$ cat config.mk
export PLATFORM = sky130hd
export DESIGN_NAME = pgotm_top
export DESIGN_NICKNAME = d
export VERILOG_FILES = /design/src/core/pgotm_pkg.sv /design/src/core/pgotm_top.sv /design/src/core/pgotm_sync.sv
export SDC_FILE = /design/constraint.sdc
export NUM_CORES = 1
export LEC_CHECK = 0
export BUFFER_PORTS_ARGS = -buffer_cell sky130_fd_sc_hd__buf_2
export CORE_MARGIN = 2
export CORE_UTILIZATION = 44
export DETAILED_ROUTE_END_ITERATION = 7
export MAX_ROUTING_LAYER = met4
export PLACE_DENSITY = 0.81
export REMOVE_ABC_BUFFERS = 1
export SYNTH_ARGS = -nofsm -noshare
export SYNTH_HDL_FRONTEND = slang
export SYNTH_SLANG_ARGS = --single-unit
$ cat constraint.sdc
create_clock -name MCLK_I -period 1.06 [get_ports MCLK_I]
set_input_delay 0.053 -clock MCLK_I [delete_from_list [all_inputs] [get_ports MCLK_I]]
set_output_delay 0.053 -clock MCLK_I [all_outputs]
set_load 0.05 [all_outputs]
$ cat src/core/pgotm_pkg.sv
package pgotm_pkg;

  // ----------------------------------------------------------------
  // Register map
  // ----------------------------------------------------------------
  localparam logic [7:0] RAIL_MASK_ADDR = 8'hAA;
  localparam logic [7:0] MISC_MASK_ADDR = 8'hAB;

  // ----------------------------------------------------------------
  // Field positions, rail mask register
  // ----------------------------------------------------------------
  localparam int MASK_STEP_DOWN_ONE   = 0;
  localparam int MASK_STEP_DOWN_TWO   = 1;
  localparam int MASK_STEP_DOWN_THREE = 2;
  localparam int MASK_STEP_DOWN_FOUR  = 3;
  localparam int MASK_STEP_DOWN_FIVE  = 4;
  localparam int MASK_STEP_DOWN_SIX   = 5;
  localparam int MASK_SWITCH_A_ONE    = 6;
  localparam int MASK_LINEAR_TWO      = 7;

  // ----------------------------------------------------------------
  // Field positions, misc mask register
  // ----------------------------------------------------------------
  localparam int MASK_LINEAR_THREE    = 0;
  localparam int MASK_SWITCH_B_ONE    = 1;
  localparam int MASK_SHARED_RAIL     = 2;
  localparam int MASK_DDR_TERMINATION = 3;
  localparam int MASK_CONTROL_ONE     = 4;
  localparam int MASK_CONTROL_TWO     = 5;
  localparam int MASK_CONTROL_FOUR    = 6;
  localparam int MASK_CONTROL_FIVE    = 7;

  // ----------------------------------------------------------------
  // Reset values per factory variant
  // ----------------------------------------------------------------
  localparam int NUM_VARIANTS = 4;
  localparam logic [7:0] RAIL_RESET [NUM_VARIANTS] = '{8'hE0, 8'h5C, 8'hF7, 8'hDF};
  localparam logic [7:0] MISC_RESET [NUM_VARIANTS] = '{8'hBF, 8'hEB, 8'hEF, 8'hDF};

  // Pin synchroniser depth.
  localparam int SYNC_STAGES = 2;

  // ----------------------------------------------------------------
  // Carriers
  // ----------------------------------------------------------------
  typedef struct packed {
    logic       wr_en;
    logic       rd_en;
    logic [7:0] addr;
    logic [7:0] wdata;
  } pgotm_req_t;

  typedef struct packed {
    logic       rd_valid;
    logic [7:0] rdata;
    logic       err;
  } pgotm_rsp_t;

endpackage : pgotm_pkg

$ cat src/core/pgotm_top.sv
module pgotm_top #(
  parameter int VARIANT = 0
) (
  // Clock and reset
  input  wire logic                  MCLK_I,
  input  wire logic                  RESET_N_I,
  // Register access port
  input  wire pgotm_pkg::pgotm_req_t REG_REQ_I,
  output pgotm_pkg::pgotm_rsp_t      REG_RSP_O,
  // Rail power-good flags, same clock domain
  input  wire logic                  STEP_DOWN_ONE_PG_I,
  input  wire logic                  STEP_DOWN_TWO_PG_I,
  input  wire logic                  STEP_DOWN_THREE_PG_I,
  input  wire logic                  STEP_DOWN_FOUR_PG_I,
  input  wire logic                  STEP_DOWN_FIVE_PG_I,
  input  wire logic                  STEP_DOWN_SIX_PG_I,
  input  wire logic                  LOAD_SWITCH_A_ONE_PG_I,
  input  wire logic                  LINEAR_REG_TWO_PG_I,
  input  wire logic                  LINEAR_REG_THREE_PG_I,
  input  wire logic                  LOAD_SWITCH_B_ONE_PG_I,
  input  wire logic                  SHARED_SWITCH_OR_LINEAR_RAIL_PG_I,
  input  wire logic                  DDR_TERMINATION_REG_PG_I,
  // Control input pins, asynchronous
  input  wire logic                  CONTROL_INPUT_ONE_I,
  input  wire logic                  CONTROL_INPUT_TWO_I,
  input  wire logic                  CONTROL_INPUT_FOUR_I,
  input  wire logic                  CONTROL_INPUT_FIVE_I,
  // Power-good output and registered mask copies
  output logic                       STATUS_OUTPUT_THREE_O,
  output logic [7:0]                 RAIL_MASK_O,
  output logic [7:0]                 MISC_MASK_O
);

  // ----------------------------------------------------------------
  // Control pin synchronisation
  // ----------------------------------------------------------------
  logic [3:0] ctl_raw;
  logic [3:0] ctl_sync;

  assign ctl_raw = {CONTROL_INPUT_FIVE_I, CONTROL_INPUT_FOUR_I,
                    CONTROL_INPUT_TWO_I, CONTROL_INPUT_ONE_I};

  pgotm_sync #(
    .WIDTH (4)
  ) u_ctl_sync (
    .clk_i   (MCLK_I),
    .rst_n_i (RESET_N_I),
    .d_i     (ctl_raw),
    .q_o     (ctl_sync)
  );

  // ----------------------------------------------------------------
  // Mask registers
  // ----------------------------------------------------------------
  localparam logic [7:0] RAIL_RST = pgotm_pkg::RAIL_RESET[VARIANT];
  localparam logic [7:0] MISC_RST = pgotm_pkg::MISC_RESET[VARIANT];

  logic [7:0] rail_mask_q;
  logic [7:0] rail_mask_d;
  logic [7:0] misc_mask_q;
  logic [7:0] misc_mask_d;
  wire        hit_rail;
  wire        hit_misc;
  wire        wr_rail;
  wire        wr_misc;

  assign hit_rail    = REG_REQ_I.addr == pgotm_pkg::RAIL_MASK_ADDR;
  assign hit_misc    = REG_REQ_I.addr == pgotm_pkg::MISC_MASK_ADDR;
  assign wr_rail     = REG_REQ_I.wr_en && hit_rail;
  assign wr_misc     = REG_REQ_I.wr_en && hit_misc;
  assign rail_mask_d = wr_rail ? REG_REQ_I.wdata : rail_mask_q;
  assign misc_mask_d = wr_misc ? REG_REQ_I.wdata : misc_mask_q;

  // Factory defaults are fixed per build variant, so they are constants here.
  always_ff @(posedge MCLK_I or negedge RESET_N_I) begin
    if (!RESET_N_I) begin
      rail_mask_q <= RAIL_RST;
      misc_mask_q <= MISC_RST;
    end else begin
      rail_mask_q <= rail_mask_d;
      misc_mask_q <= misc_mask_d;
    end
  end

  // ----------------------------------------------------------------
  // Read path
  // ----------------------------------------------------------------
  pgotm_pkg::pgotm_rsp_t rsp_d;
  wire                   acc;
  wire                   hit;

  assign acc            = REG_REQ_I.rd_en || REG_REQ_I.wr_en;
  assign hit            = hit_rail || hit_misc;
  assign rsp_d.rd_valid = REG_REQ_I.rd_en;
  assign rsp_d.rdata    = !REG_REQ_I.rd_en ? 8'h00 :
                          hit_rail ? rail_mask_q :
                          hit_misc ? misc_mask_q : 8'h00;
  assign rsp_d.err      = acc && !hit;

  always_ff @(posedge MCLK_I or negedge RESET_N_I) begin
    if (!RESET_N_I) begin
      REG_RSP_O <= '0;
    end else begin
      REG_RSP_O <= rsp_d;
    end
  end

  // ----------------------------------------------------------------
  // Power-good tree
  // ----------------------------------------------------------------
  logic [7:0] rail_src;
  logic [7:0] misc_src;
  logic [7:0] rail_ok;
  logic [7:0] misc_ok;
  wire        tree_good;

  always_comb begin
    rail_src = '0;
    rail_src[pgotm_pkg::MASK_LINEAR_TWO]      = LINEAR_REG_TWO_PG_I;
    rail_src[pgotm_pkg::MASK_SWITCH_A_ONE]    = LOAD_SWITCH_A_ONE_PG_I;
    rail_src[pgotm_pkg::MASK_STEP_DOWN_SIX]   = STEP_DOWN_SIX_PG_I;
    rail_src[pgotm_pkg::MASK_STEP_DOWN_FIVE]  = STEP_DOWN_FIVE_PG_I;
    rail_src[pgotm_pkg::MASK_STEP_DOWN_FOUR]  = STEP_DOWN_FOUR_PG_I;
    rail_src[pgotm_pkg::MASK_STEP_DOWN_THREE] = STEP_DOWN_THREE_PG_I;
    rail_src[pgotm_pkg::MASK_STEP_DOWN_TWO]   = STEP_DOWN_TWO_PG_I;
    rail_src[pgotm_pkg::MASK_STEP_DOWN_ONE]   = STEP_DOWN_ONE_PG_I;
  end

  always_comb begin
    misc_src = '0;
    misc_src[pgotm_pkg::MASK_CONTROL_FIVE]    = ctl_sync[3];
    misc_src[pgotm_pkg::MASK_CONTROL_FOUR]    = ctl_sync[2];
    misc_src[pgotm_pkg::MASK_CONTROL_TWO]     = ctl_sync[1];
    misc_src[pgotm_pkg::MASK_CONTROL_ONE]     = ctl_sync[0];
    misc_src[pgotm_pkg::MASK_DDR_TERMINATION] = DDR_TERMINATION_REG_PG_I;
    misc_src[pgotm_pkg::MASK_SHARED_RAIL]     = SHARED_SWITCH_OR_LINEAR_RAIL_PG_I;
    misc_src[pgotm_pkg::MASK_SWITCH_B_ONE]    = LOAD_SWITCH_B_ONE_PG_I;
    misc_src[pgotm_pkg::MASK_LINEAR_THREE]    = LINEAR_REG_THREE_PG_I;
  end

  // A set mask bit forces its source to good, so it cannot pull the output low.
  genvar g;
  generate
    for (g = 0; g < 8; g++) begin : g_gate
      assign rail_ok[g] = rail_src[g] | rail_mask_q[g];
      assign misc_ok[g] = misc_src[g] | misc_mask_q[g];
    end
  endgenerate

  assign tree_good = &{rail_ok, misc_ok};

  // Registered so the pin never glitches while sources change together.
  always_ff @(posedge MCLK_I or negedge RESET_N_I) begin
    if (!RESET_N_I) begin
      STATUS_OUTPUT_THREE_O <= 1'b0;
      RAIL_MASK_O           <= 8'h00;
      MISC_MASK_O           <= 8'h00;
    end else begin
      STATUS_OUTPUT_THREE_O <= tree_good;
      RAIL_MASK_O           <= rail_mask_q;
      MISC_MASK_O           <= misc_mask_q;
    end
  end

endmodule : pgotm_top

$ cat src/core/pgotm_sync.sv
module pgotm_sync #(
  parameter int WIDTH = 4
) (
  input  wire logic             clk_i,
  input  wire logic             rst_n_i,
  input  wire logic [WIDTH-1:0] d_i,
  output logic      [WIDTH-1:0] q_o
);

  logic [WIDTH-1:0] meta_q;

  // Meta stage feeds only the second stage.
  always_ff @(posedge clk_i or negedge rst_n_i) begin
    if (!rst_n_i) begin
      meta_q <= '0;
      q_o    <= '0;
    end else begin
      meta_q <= d_i;
      q_o    <= meta_q;
    end
  end

endmodule : pgotm_sync

==> results of run 1 <==
## power groups by stage
stage | Sequential (mW) | Combinational (mW) | Clock [mW]
global route | 2.09 | 0.447 | 1.68
floorplan | 2.22 | 0.0664 | 0
CTS | 2.08 | 0.414 | 1.60
detailed placement | 2.12 | 0.374 | 0
global placement | 2.11 | 0.363 | 0
finish | 2.08 | 0.415 | 1.56
## critical path: stages (launching register included)
cell and delay [ps]:
dfstp_2 580, o22ai_2 110, nor2_2 100, and4_1 170
## cell usage after synthesis (all sizes together)
cell / number
a21oi: 1
and3b: 1
and4: 1
and4b: 1
and4bb: 1
buf: 2
dfrtp: 41
dfstp: 10
mux2: 16
mux2i: 8
nand3: 1
nand4: 1
nor2: 13
o22ai: 8
## repair_timing
| item | in CTS | in global routing |
|---|---|---|
| hold buffers | 14 | 0 |
| gates resized for setup | 0 | 3 |
| endpoints found under the hold margin | 60 | 0 |
| setup endpoints to repair | 0 | 1 |
## kinds of logic after synthesis
family                 Yosys count  share of synthesized area
buffers and inverters            2                     0.0109
DFF                             51                      0.745
AOI/OAI and AO/OA                9                     0.0318
and+or+nand+nor                 19                     0.0615
muxes                           24                      0.151
## how the worst min path moves through the flow
stage	to	slack (ps)
CTS	REG_RSP_O[0]	10
global route	REG_RSP_O[0]	50
floorplan	MISC_MASK_O[0]	-240
finish	REG_RSP_O[0]	20
detailed placement	MISC_MASK_O[0]	-20
global placement	RAIL_MASK_O[0]	-30
## flip-flops by register name, summed over array words and instances (netlist names)
signal and count:
REG_RSP_O 10, MISC_MASK_O 8, RAIL_MASK_O 8, misc_mask_q 8
rail_mask_q 8, u_ctl_sync.meta_q 4, u_ctl_sync.q_o 4, STATUS_OUTPUT_THREE_O 1
## final cells by class
cell class,count,area share
sequential,51,0.524
timing repair buffer,86,0.219
multi-input combinational,52,0.178
clock buffer,5,0.0280
clock inverter,3,0.0275
tap,48,0.0244
## metal layers
metal	global-route usage	wire length, um	vias to the layer above
met4	0.0536	44	0
met3	0.0676	280	7
li1	-	-	550
met2	0.335	1900	47
met5	-	0	-
met1	0.197	1410	588
## placed cells by master (no fill, tap or decap), types with 2 or more instances in the layout
master         count
buf_2             62
dfrtp_1           41
mux2_2            16
dlygate4sd3_1     14
nor2_1            12
dfstp_2           10
buf_4              9
mux2i_1            8
o22ai_1            6
clkbuf_8           5
o22ai_2            2
bufinv_16          2
==> flow_metrics.tcl, run 1 <==
set metrics [dict create \
    initial_utilization 0.465 \
    drive_gt1_frac 0.563 \
    n_fill_cell 279 \
    p_total_mw 4.06 \
    rrSetupSlack_ps 40 \
    coreArea_um2 3720 \
    dr.first_iter.drc_count 42 \
    syn_to_final_growth_pct 42.3 \
    cts_tree "done" \
    yosys.area.top_type "dfrtp_1" \
    grt_pass1_vias 1264 \
    ctsHtreeMaxLevel 2 \
    dp_slack_ps -217 \
    instances_no_fill 245 \
    place.port_buffers 62 \
    die_x_um 66.7 \
    p_sw_mw 0.908 \
    hp-start "REG_REQ_I[17]" \
    final_area_um2 2460 \
    skew_ps 5.83 \
    place_area_um2 2170 \
    root_buffer "clkbuf_8" \
    utilization 0.662 \
    dr.pass1.iters 4 \
    max_freq_mhz 980 \
    p_leak_nw 1.30 \
    critPathKind "register to register" \
    clk_pin_slew_ps 90 \
    insertion_delay_ps 300 \
    grtUsageTotal 0.189 \
    wire_per_inst_um 14.8 \
    whs_ps 25.0 \
    grt_pass1_wl_mm 5.78 \
    gp_congestion 0.753 \
    grt_max_degree 30 \
    overflow 0 \
    synth_area_um2 1730 \
    cts_inserted_buffers 5 \
    multi_input_area_um2 437 \
    wl_mm 3.64 \
    dieHeight_um 66.7 \
    tightest_slew_ps 413 \
    p_comb_frac 0.102 \
    ys_types 15 \
    status "complete, no violations" \
    clock_sinks 51 \
    max_cap_viol_count 0 \
    setup_tns_ps 0 \
    die_area_um2 4450 \
    dp_hpwl_mm 2.71 \
    synthCells 105 \
    antenna_found_initial 0 \
    num_vias 1192 \
    worstPathRequired_ps 1310 \
    pwr-share-seq 0.513 \
    crit_path_end_kind "register" \
    startpoint "rail_mask_q[5]" \
    reg2regPathDepth 3 \
    r2r_end "STATUS_OUTPUT_THREE_O" \
    hold_viol_final 0 \
    irDropWorstVdd_v 0.00131 \
    swShare 0.224 \
    regArea_um2 1290 \
    syn_area_per_cell_um2 16.5 \
    yosysWarnings 0 \
    synth.area.top_cells "dfrtp_1, dfstp_2, mux2_2" \
    setup_viol 0 \
    slew_headroom 0.724 \
    fin_crit_sh 0.962 \
    path_max_fanout 4 \
    min_path_type "primary input to register" \
    setup_ws_ps 40.1 \
    drv_slew 0 \
    ys_seq_area_frac 0.745 \
    dp.cells 223 \
    top_level_ports 63 \
    crit_end "STATUS_OUTPUT_THREE_O" \
    drc_errors 0 \
    n_antenna_cell 0 \
    detail-route-antenna-nets 0 \
    vias_per_cell 4.87 \
    clockBufferDepth 2 \
    clock_power_share 0.385 \
    timing.rr.start "rail_mask_q[5]" \
    powerDensity_nw_per_um2 1650 \
    core.rowCount 22 \
    min_path_cells 3 \
    ys_ff_latch 51 \
    fin_crit_ps 1020 \
    critPathLaunchType "register" \
    cts_setup_buffers 0 \
    layout.nets 232 \
    crit_arrival_ps 1270 \
    synth_top_area_share 0.593 \
    p_int_mw 3.15 \
]
Note: power is estimated with default switching activity, not from simulation.
==> run 2: changes to the inputs <==
Settings changed: GPL_TIMING_DRIVEN from default to 0.
==> run 2 against run 1 <==
- the flow now finishes with violations (hold timing)
- die area unchanged
- register-to-register slack barely moved
- combinational power shrank 9.6%
- hold slack worse by 91 ps
- design area is 6.8% lower
- critical path depth increased by 1
- flip-flop and latch count stayed put
- clock skew rose by 4.8 ps
==> flow_metrics.tcl, run 2 (synthesis gave the netlist of run 1 again) <==
set metrics [dict create \
    num_vias 1117 \
    layout.nets 218 \
    place_area_um2 2080 \
    grtUsageTotal 0.173 \
    status "finished with violations" \
    dp_hpwl_mm 2.45 \
    min_path_type "primary input to async pin" \
    final_common_cell "buf_2" \
    swShare 0.250 \
    dr.first_iter.drc_count 58 \
    n_antenna_cell 0 \
    clock_sinks 51 \
    grt_pass1_vias 1198 \
    cpPeakStageDelay_ps 360 \
    grt_pass1_wl_mm 5.38 \
    dieHeight_um 66.7 \
    cts_tree "done" \
    largest_reg_flops 10 \
    pwr-share-seq 0.590 \
    path_max_fanout 8 \
    insertion_delay_ps 300 \
    antenna_found_initial 0 \
    dr.pass1.iters 3 \
    cpMaxStageDelayCell "and4bb_4" \
    initial_utilization 0.465 \
    worstPathRequired_ps 1240 \
    critPathLaunchType "primary input" \
    p_comb_frac 0.106 \
    utilization 0.617 \
    crit_arrival_ps 1220 \
    rrSetupSlack_ps 40 \
    root_buffer "clkbuf_8" \
    wire_per_inst_um 15.0 \
    rsz0062_at_grt "true" \
    cts_setup_buffers 0 \
    drive_gt1_frac 0.552 \
    gp_congestion 0.801 \
    top_level_ports 63 \
    instances_no_fill 231 \
    final_cell_mix "buf_2, dfrtp_1, mux2_2" \
    drc_errors 0 \
    fin_crit_ps 1030 \
    crit_path_end_kind "register" \
    wl_mm 3.46 \
    syn_to_final_growth_pct 32.6 \
    p_sw_mw 0.882 \
    tightest_slew_ps 1060 \
    max_cap_viol_count 0 \
    regMostFlops "REG_RSP_O" \
    overflow 0 \
    die_area_um2 4450 \
    vias_per_cell 4.84 \
    setup_viol 0 \
    p_leak_nw 1.20 \
    place.port_buffers 62 \
    clockBufferDepth 2 \
    whs_ps -66.4 \
    slew_headroom 0.294 \
    coreArea_um2 3720 \
    clock_power_share 0.304 \
    final_area_um2 2290 \
    core.rowCount 22 \
    powerDensity_nw_per_um2 1540 \
    hold_viol_final 41 \
    grt_max_degree 52 \
    fin_crit_sh 0.975 \
    detail-route-antenna-nets 0 \
    skew_ps 10.6 \
    path_cells "buf_2 > and4bb_4 > and4b_4 > mux2_2" \
    max_freq_mhz 967 \
    violations "hold timing" \
    ctsHtreeMaxLevel 2 \
    p_int_mw 2.64 \
    irDropWorstVdd_v 0.000905 \
    die_x_um 66.7 \
    clk_pin_slew_ps 90 \
    dp.cells 213 \
    critPathKind "primary input to register" \
    drv_slew 0 \
    p_total_mw 3.53 \
    cts_inserted_buffers 5 \
]
==> run 2: power by group through the flow <==
stage / Clock [mW] / Combinational [mW] / Sequential [mW]
final: 1.07 / 0.375 / 2.08
after global routing: 1.20 / 0.406 / 2.09
after CTS: 1.10 / 0.368 / 2.08
after detailed placement: 0 / 0.344 / 2.12
after global placement: 0 / 0.335 / 2.11
after floorplan: 0 / 0.0664 / 2.22
==> run 2: repair_timing <==
action / in CTS / in global routing
endpoints found under the setup margin: 8 / 2
pin swaps: 0 / 5
hold endpoints to repair: 50 / 2
gates cloned: 0 / 0
hold buffers: 8 / 2
resized for setup: 2 / 4
==> run 2: cell type report <==
class | instances | area, um2
clock buffers | 5 | 68.8
clock inverters | 3 | 18.8
fillers | 296 | 1420
multi-input cells | 52 | 445
flip-flops and latches | 51 | 1290
well taps | 48 | 60.1
repair buffers | 72 | 410
==> run 2: through the flow <==
stage	hold slack (ps)	setup WS [ps]	TNS (ps)
after detailed placement	162	-464	-5260
final	-66.4	26.1	0
after global placement	162	-431	-4900
after global routing	2.67	-40.2	-40.2
after floorplan	-243	-153	-1100
after CTS	-28.0	14.3	0
==> run 2: worst paths after layout <==
check,from,to,cells past startpoint
min in group MCLK_I,REG_REQ_I[7],rail_mask_q[7],2
hold / removal,RESET_N_I,RAIL_MASK_O[0],1
setup reg to reg,rail_mask_q[7],STATUS_OUTPUT_THREE_O,3
hold reg to reg,u_ctl_sync.meta_q[1],u_ctl_sync.q_o[1],0
max in group asynchronous,RESET_N_I,REG_RSP_O[3],1
setup / recovery,REG_REQ_I[14],rail_mask_q[2],4
==> run 2: metal layers <==
| layer | vias to the layer above | wire, um | track usage |
|---|---|---|---|
| met5 | - | 0 | - |
| met4 | 0 | 94 | 0.0740 |
| met3 | 7 | 222 | 0.0321 |
| met2 | 46 | 1720 | 0.298 |
| met1 | 543 | 1420 | 0.197 |
| li1 | 521 | - | - |
==> run 2: worst max-delay path: cells and delay by family <==
kind / cells / cell delay [ps]
and+or+nand+nor: 2 / 710
buffers and inverters: 1 / 90
muxes: 1 / 360
==> run 3: changes to the inputs <==
Settings changed: PLACE_DENSITY 0.81 to 0.72.
==> run 3 against run 2 <==
- the run still ends with hold timing left
- worst setup slack gained 29 ps
- sequential power hardly changed
- clock power barely moved
- clock-buffer cell count increased by 2
- register-to-register slack about the same
- combinational power hardly changed
- maximum frequency rose by 2.8%
- total power is 0.89% lower
- clock skew decreased by 5.4 ps
- critical path type is now register to register
- largest power group unchanged
- highest routed layer unchanged
==> flow_metrics.tcl, run 3 (synthesis gave the netlist of run 1 again) <==
set metrics [dict create \
    status "finished with violations" \
    violations "hold timing" \
    p_total_mw 3.50 \
    overflow 0 \
    gp_congestion 0.689 \
    startpoint "rail_mask_q[7]" \
    skew_ps 5.23 \
    grtUsageTotal 0.166 \
    clock_sinks 51 \
    cts_tree "done" \
    largest_reg_flops 10 \
    reg2regPathDepth 3 \
    hold_viol_final 41 \
    drc_errors 0 \
    crit_arrival_ps 1250 \
    min_path_type "primary input to async pin" \
    num_vias 1126 \
    vias_per_cell 4.85 \
    setup_viol 0 \
    tightest_slew_ps 1070 \
    worstPathRequired_ps 1300 \
    regMostFlops "REG_RSP_O" \
    max_freq_mhz 995 \
    grt_max_degree 52 \
    layout.nets 219 \
    clk_pin_slew_ps 80 \
    n_antenna_cell 0 \
    die_area_um2 4450 \
    drive_gt1_frac 0.543 \
    initial_utilization 0.465 \
    drv_slew 0 \
    dieHeight_um 66.7 \
    powerDensity_nw_per_um2 1540 \
    clockBufferDepth 2 \
    crit_path_end_kind "register" \
    rrSetupSlack_ps 50 \
    place.port_buffers 62 \
    detail-route-antenna-nets 0 \
    ctsHtreeMaxLevel 2 \
    antenna_found_initial 0 \
    grt_pass1_wl_mm 4.99 \
    dr.pass1.iters 4 \
    final_common_cell "buf_2" \
    die_x_um 66.7 \
    core.rowCount 22 \
    grt_pass1_vias 1071 \
    dr.first_iter.drc_count 78 \
    p_leak_nw 1.21 \
    root_buffer "clkbuf_8" \
    critPathLaunchType "register" \
    wire_per_inst_um 14.7 \
    r2r_end "STATUS_OUTPUT_THREE_O" \
    n_fill_cell 312 \
    wl_mm 3.42 \
    irDropWorstVdd_v 0.000890 \
    fin_crit_sh 0.948 \
    fin_crit_ps 1010 \
    multi_input_area_um2 432 \
    path_max_fanout 4 \
    critPathKind "register to register" \
    coreArea_um2 3720 \
    max_cap_viol_count 0 \
    syn_to_final_growth_pct 31.7 \
    cts_inserted_buffers 5 \
    insertion_delay_ps 300 \
    dp_hpwl_mm 2.32 \
    final_cell_mix "buf_2, dfrtp_1, mux2_2" \
    regArea_um2 1290 \
    top_level_ports 63 \
    timing.rr.start "rail_mask_q[7]" \
    whs_ps -54.7 \
    slew_headroom 0.286 \
]
==> run 3: cell count changes in the layout (fill, tap and decap cells not counted) <==
cell           change
buf_4              +2
clkbuf_1           +2
and3b_1            +1
and3b_2            -1
and4bb_2           +1
and4bb_4           -1
clkinv_2           -1
dlygate4sd3_1      -1
inv_6              -1
nand4_2            +1
nand4_4            -1
==> run 3: final cells by class <==
cell class                 count  area share
clock buffer                   7      0.0335
clock inverter                 1     0.00220
multi-input combinational     52       0.190
sequential                    51       0.566
tap                           48      0.0264
timing repair buffer          73       0.182
==> run 3: worst max path at each step <==
stage | end | slack [ps] | cells after the start
floorplan | rail_mask_q[0] | -150 | 3
global placement | rail_mask_q[0] | -430 | 4
detailed placement | rail_mask_q[1] | -440 | 4
CTS | STATUS_OUTPUT_THREE_O | 40 | 3
global route | STATUS_OUTPUT_THREE_O | -10 | 3
finish | STATUS_OUTPUT_THREE_O | 50 | 3
==> run 3: metal layers <==
| metal | part of all wire | track usage | vias up | wire [um] |
|---|---|---|---|---|
| met5 | 0 | - | - | 0 |
| met4 | 0.018 | 0.0765 | 0 | 61 |
| met3 | 0.078 | 0.0389 | 7 | 266 |
| met2 | 0.49 | 0.261 | 50 | 1680 |
| met1 | 0.41 | 0.203 | 546 | 1410 |
| li1 | - | - | 523 | - |
==> run 3: worst max-delay path, stage by stage (launching register included) <==
cell and delay, ps:
dfstp_2 570, o22ai_2 90, nor2_1 110, and4_1 180
==> run 3: where the power goes <==
group | total (mW) | internal (mW) | switching [mW]
logic | 0.375 | 0.144 | 0.231
registers | 2.08 | 2.04 | 0.0423
clock network | 1.04 | 0.464 | 0.579
total | 3.50 | 2.64 | 0.852
==> run 3: repair_timing <==
action / 4_1_cts / 5_1_grt
hold buffers: 8 / 1
endpoints found under the setup margin: 8 / 1
resized for setup: 2 / 1
gates cloned: 0 / 0
setup buffers: 0 / 2
endpoints found under the hold margin: 51 / 1
pin swaps: 0 / 2
==> run 3: per-stage QoR <==
stage           util  instance area, um2  instances  setup slack [ps]  TNS [ps]
6_report       0.613                2280        232              54.7         0
5_1_grt        0.613                2280        232             -12.7     -12.7
3_5_place_dp   0.560                2080        213              -444     -5290
4_1_cts        0.604                2250        229              40.1         0
2_1_floorplan      -                1710        103              -153     -1100
3_3_place_gp   0.560                2080        213              -425     -4940
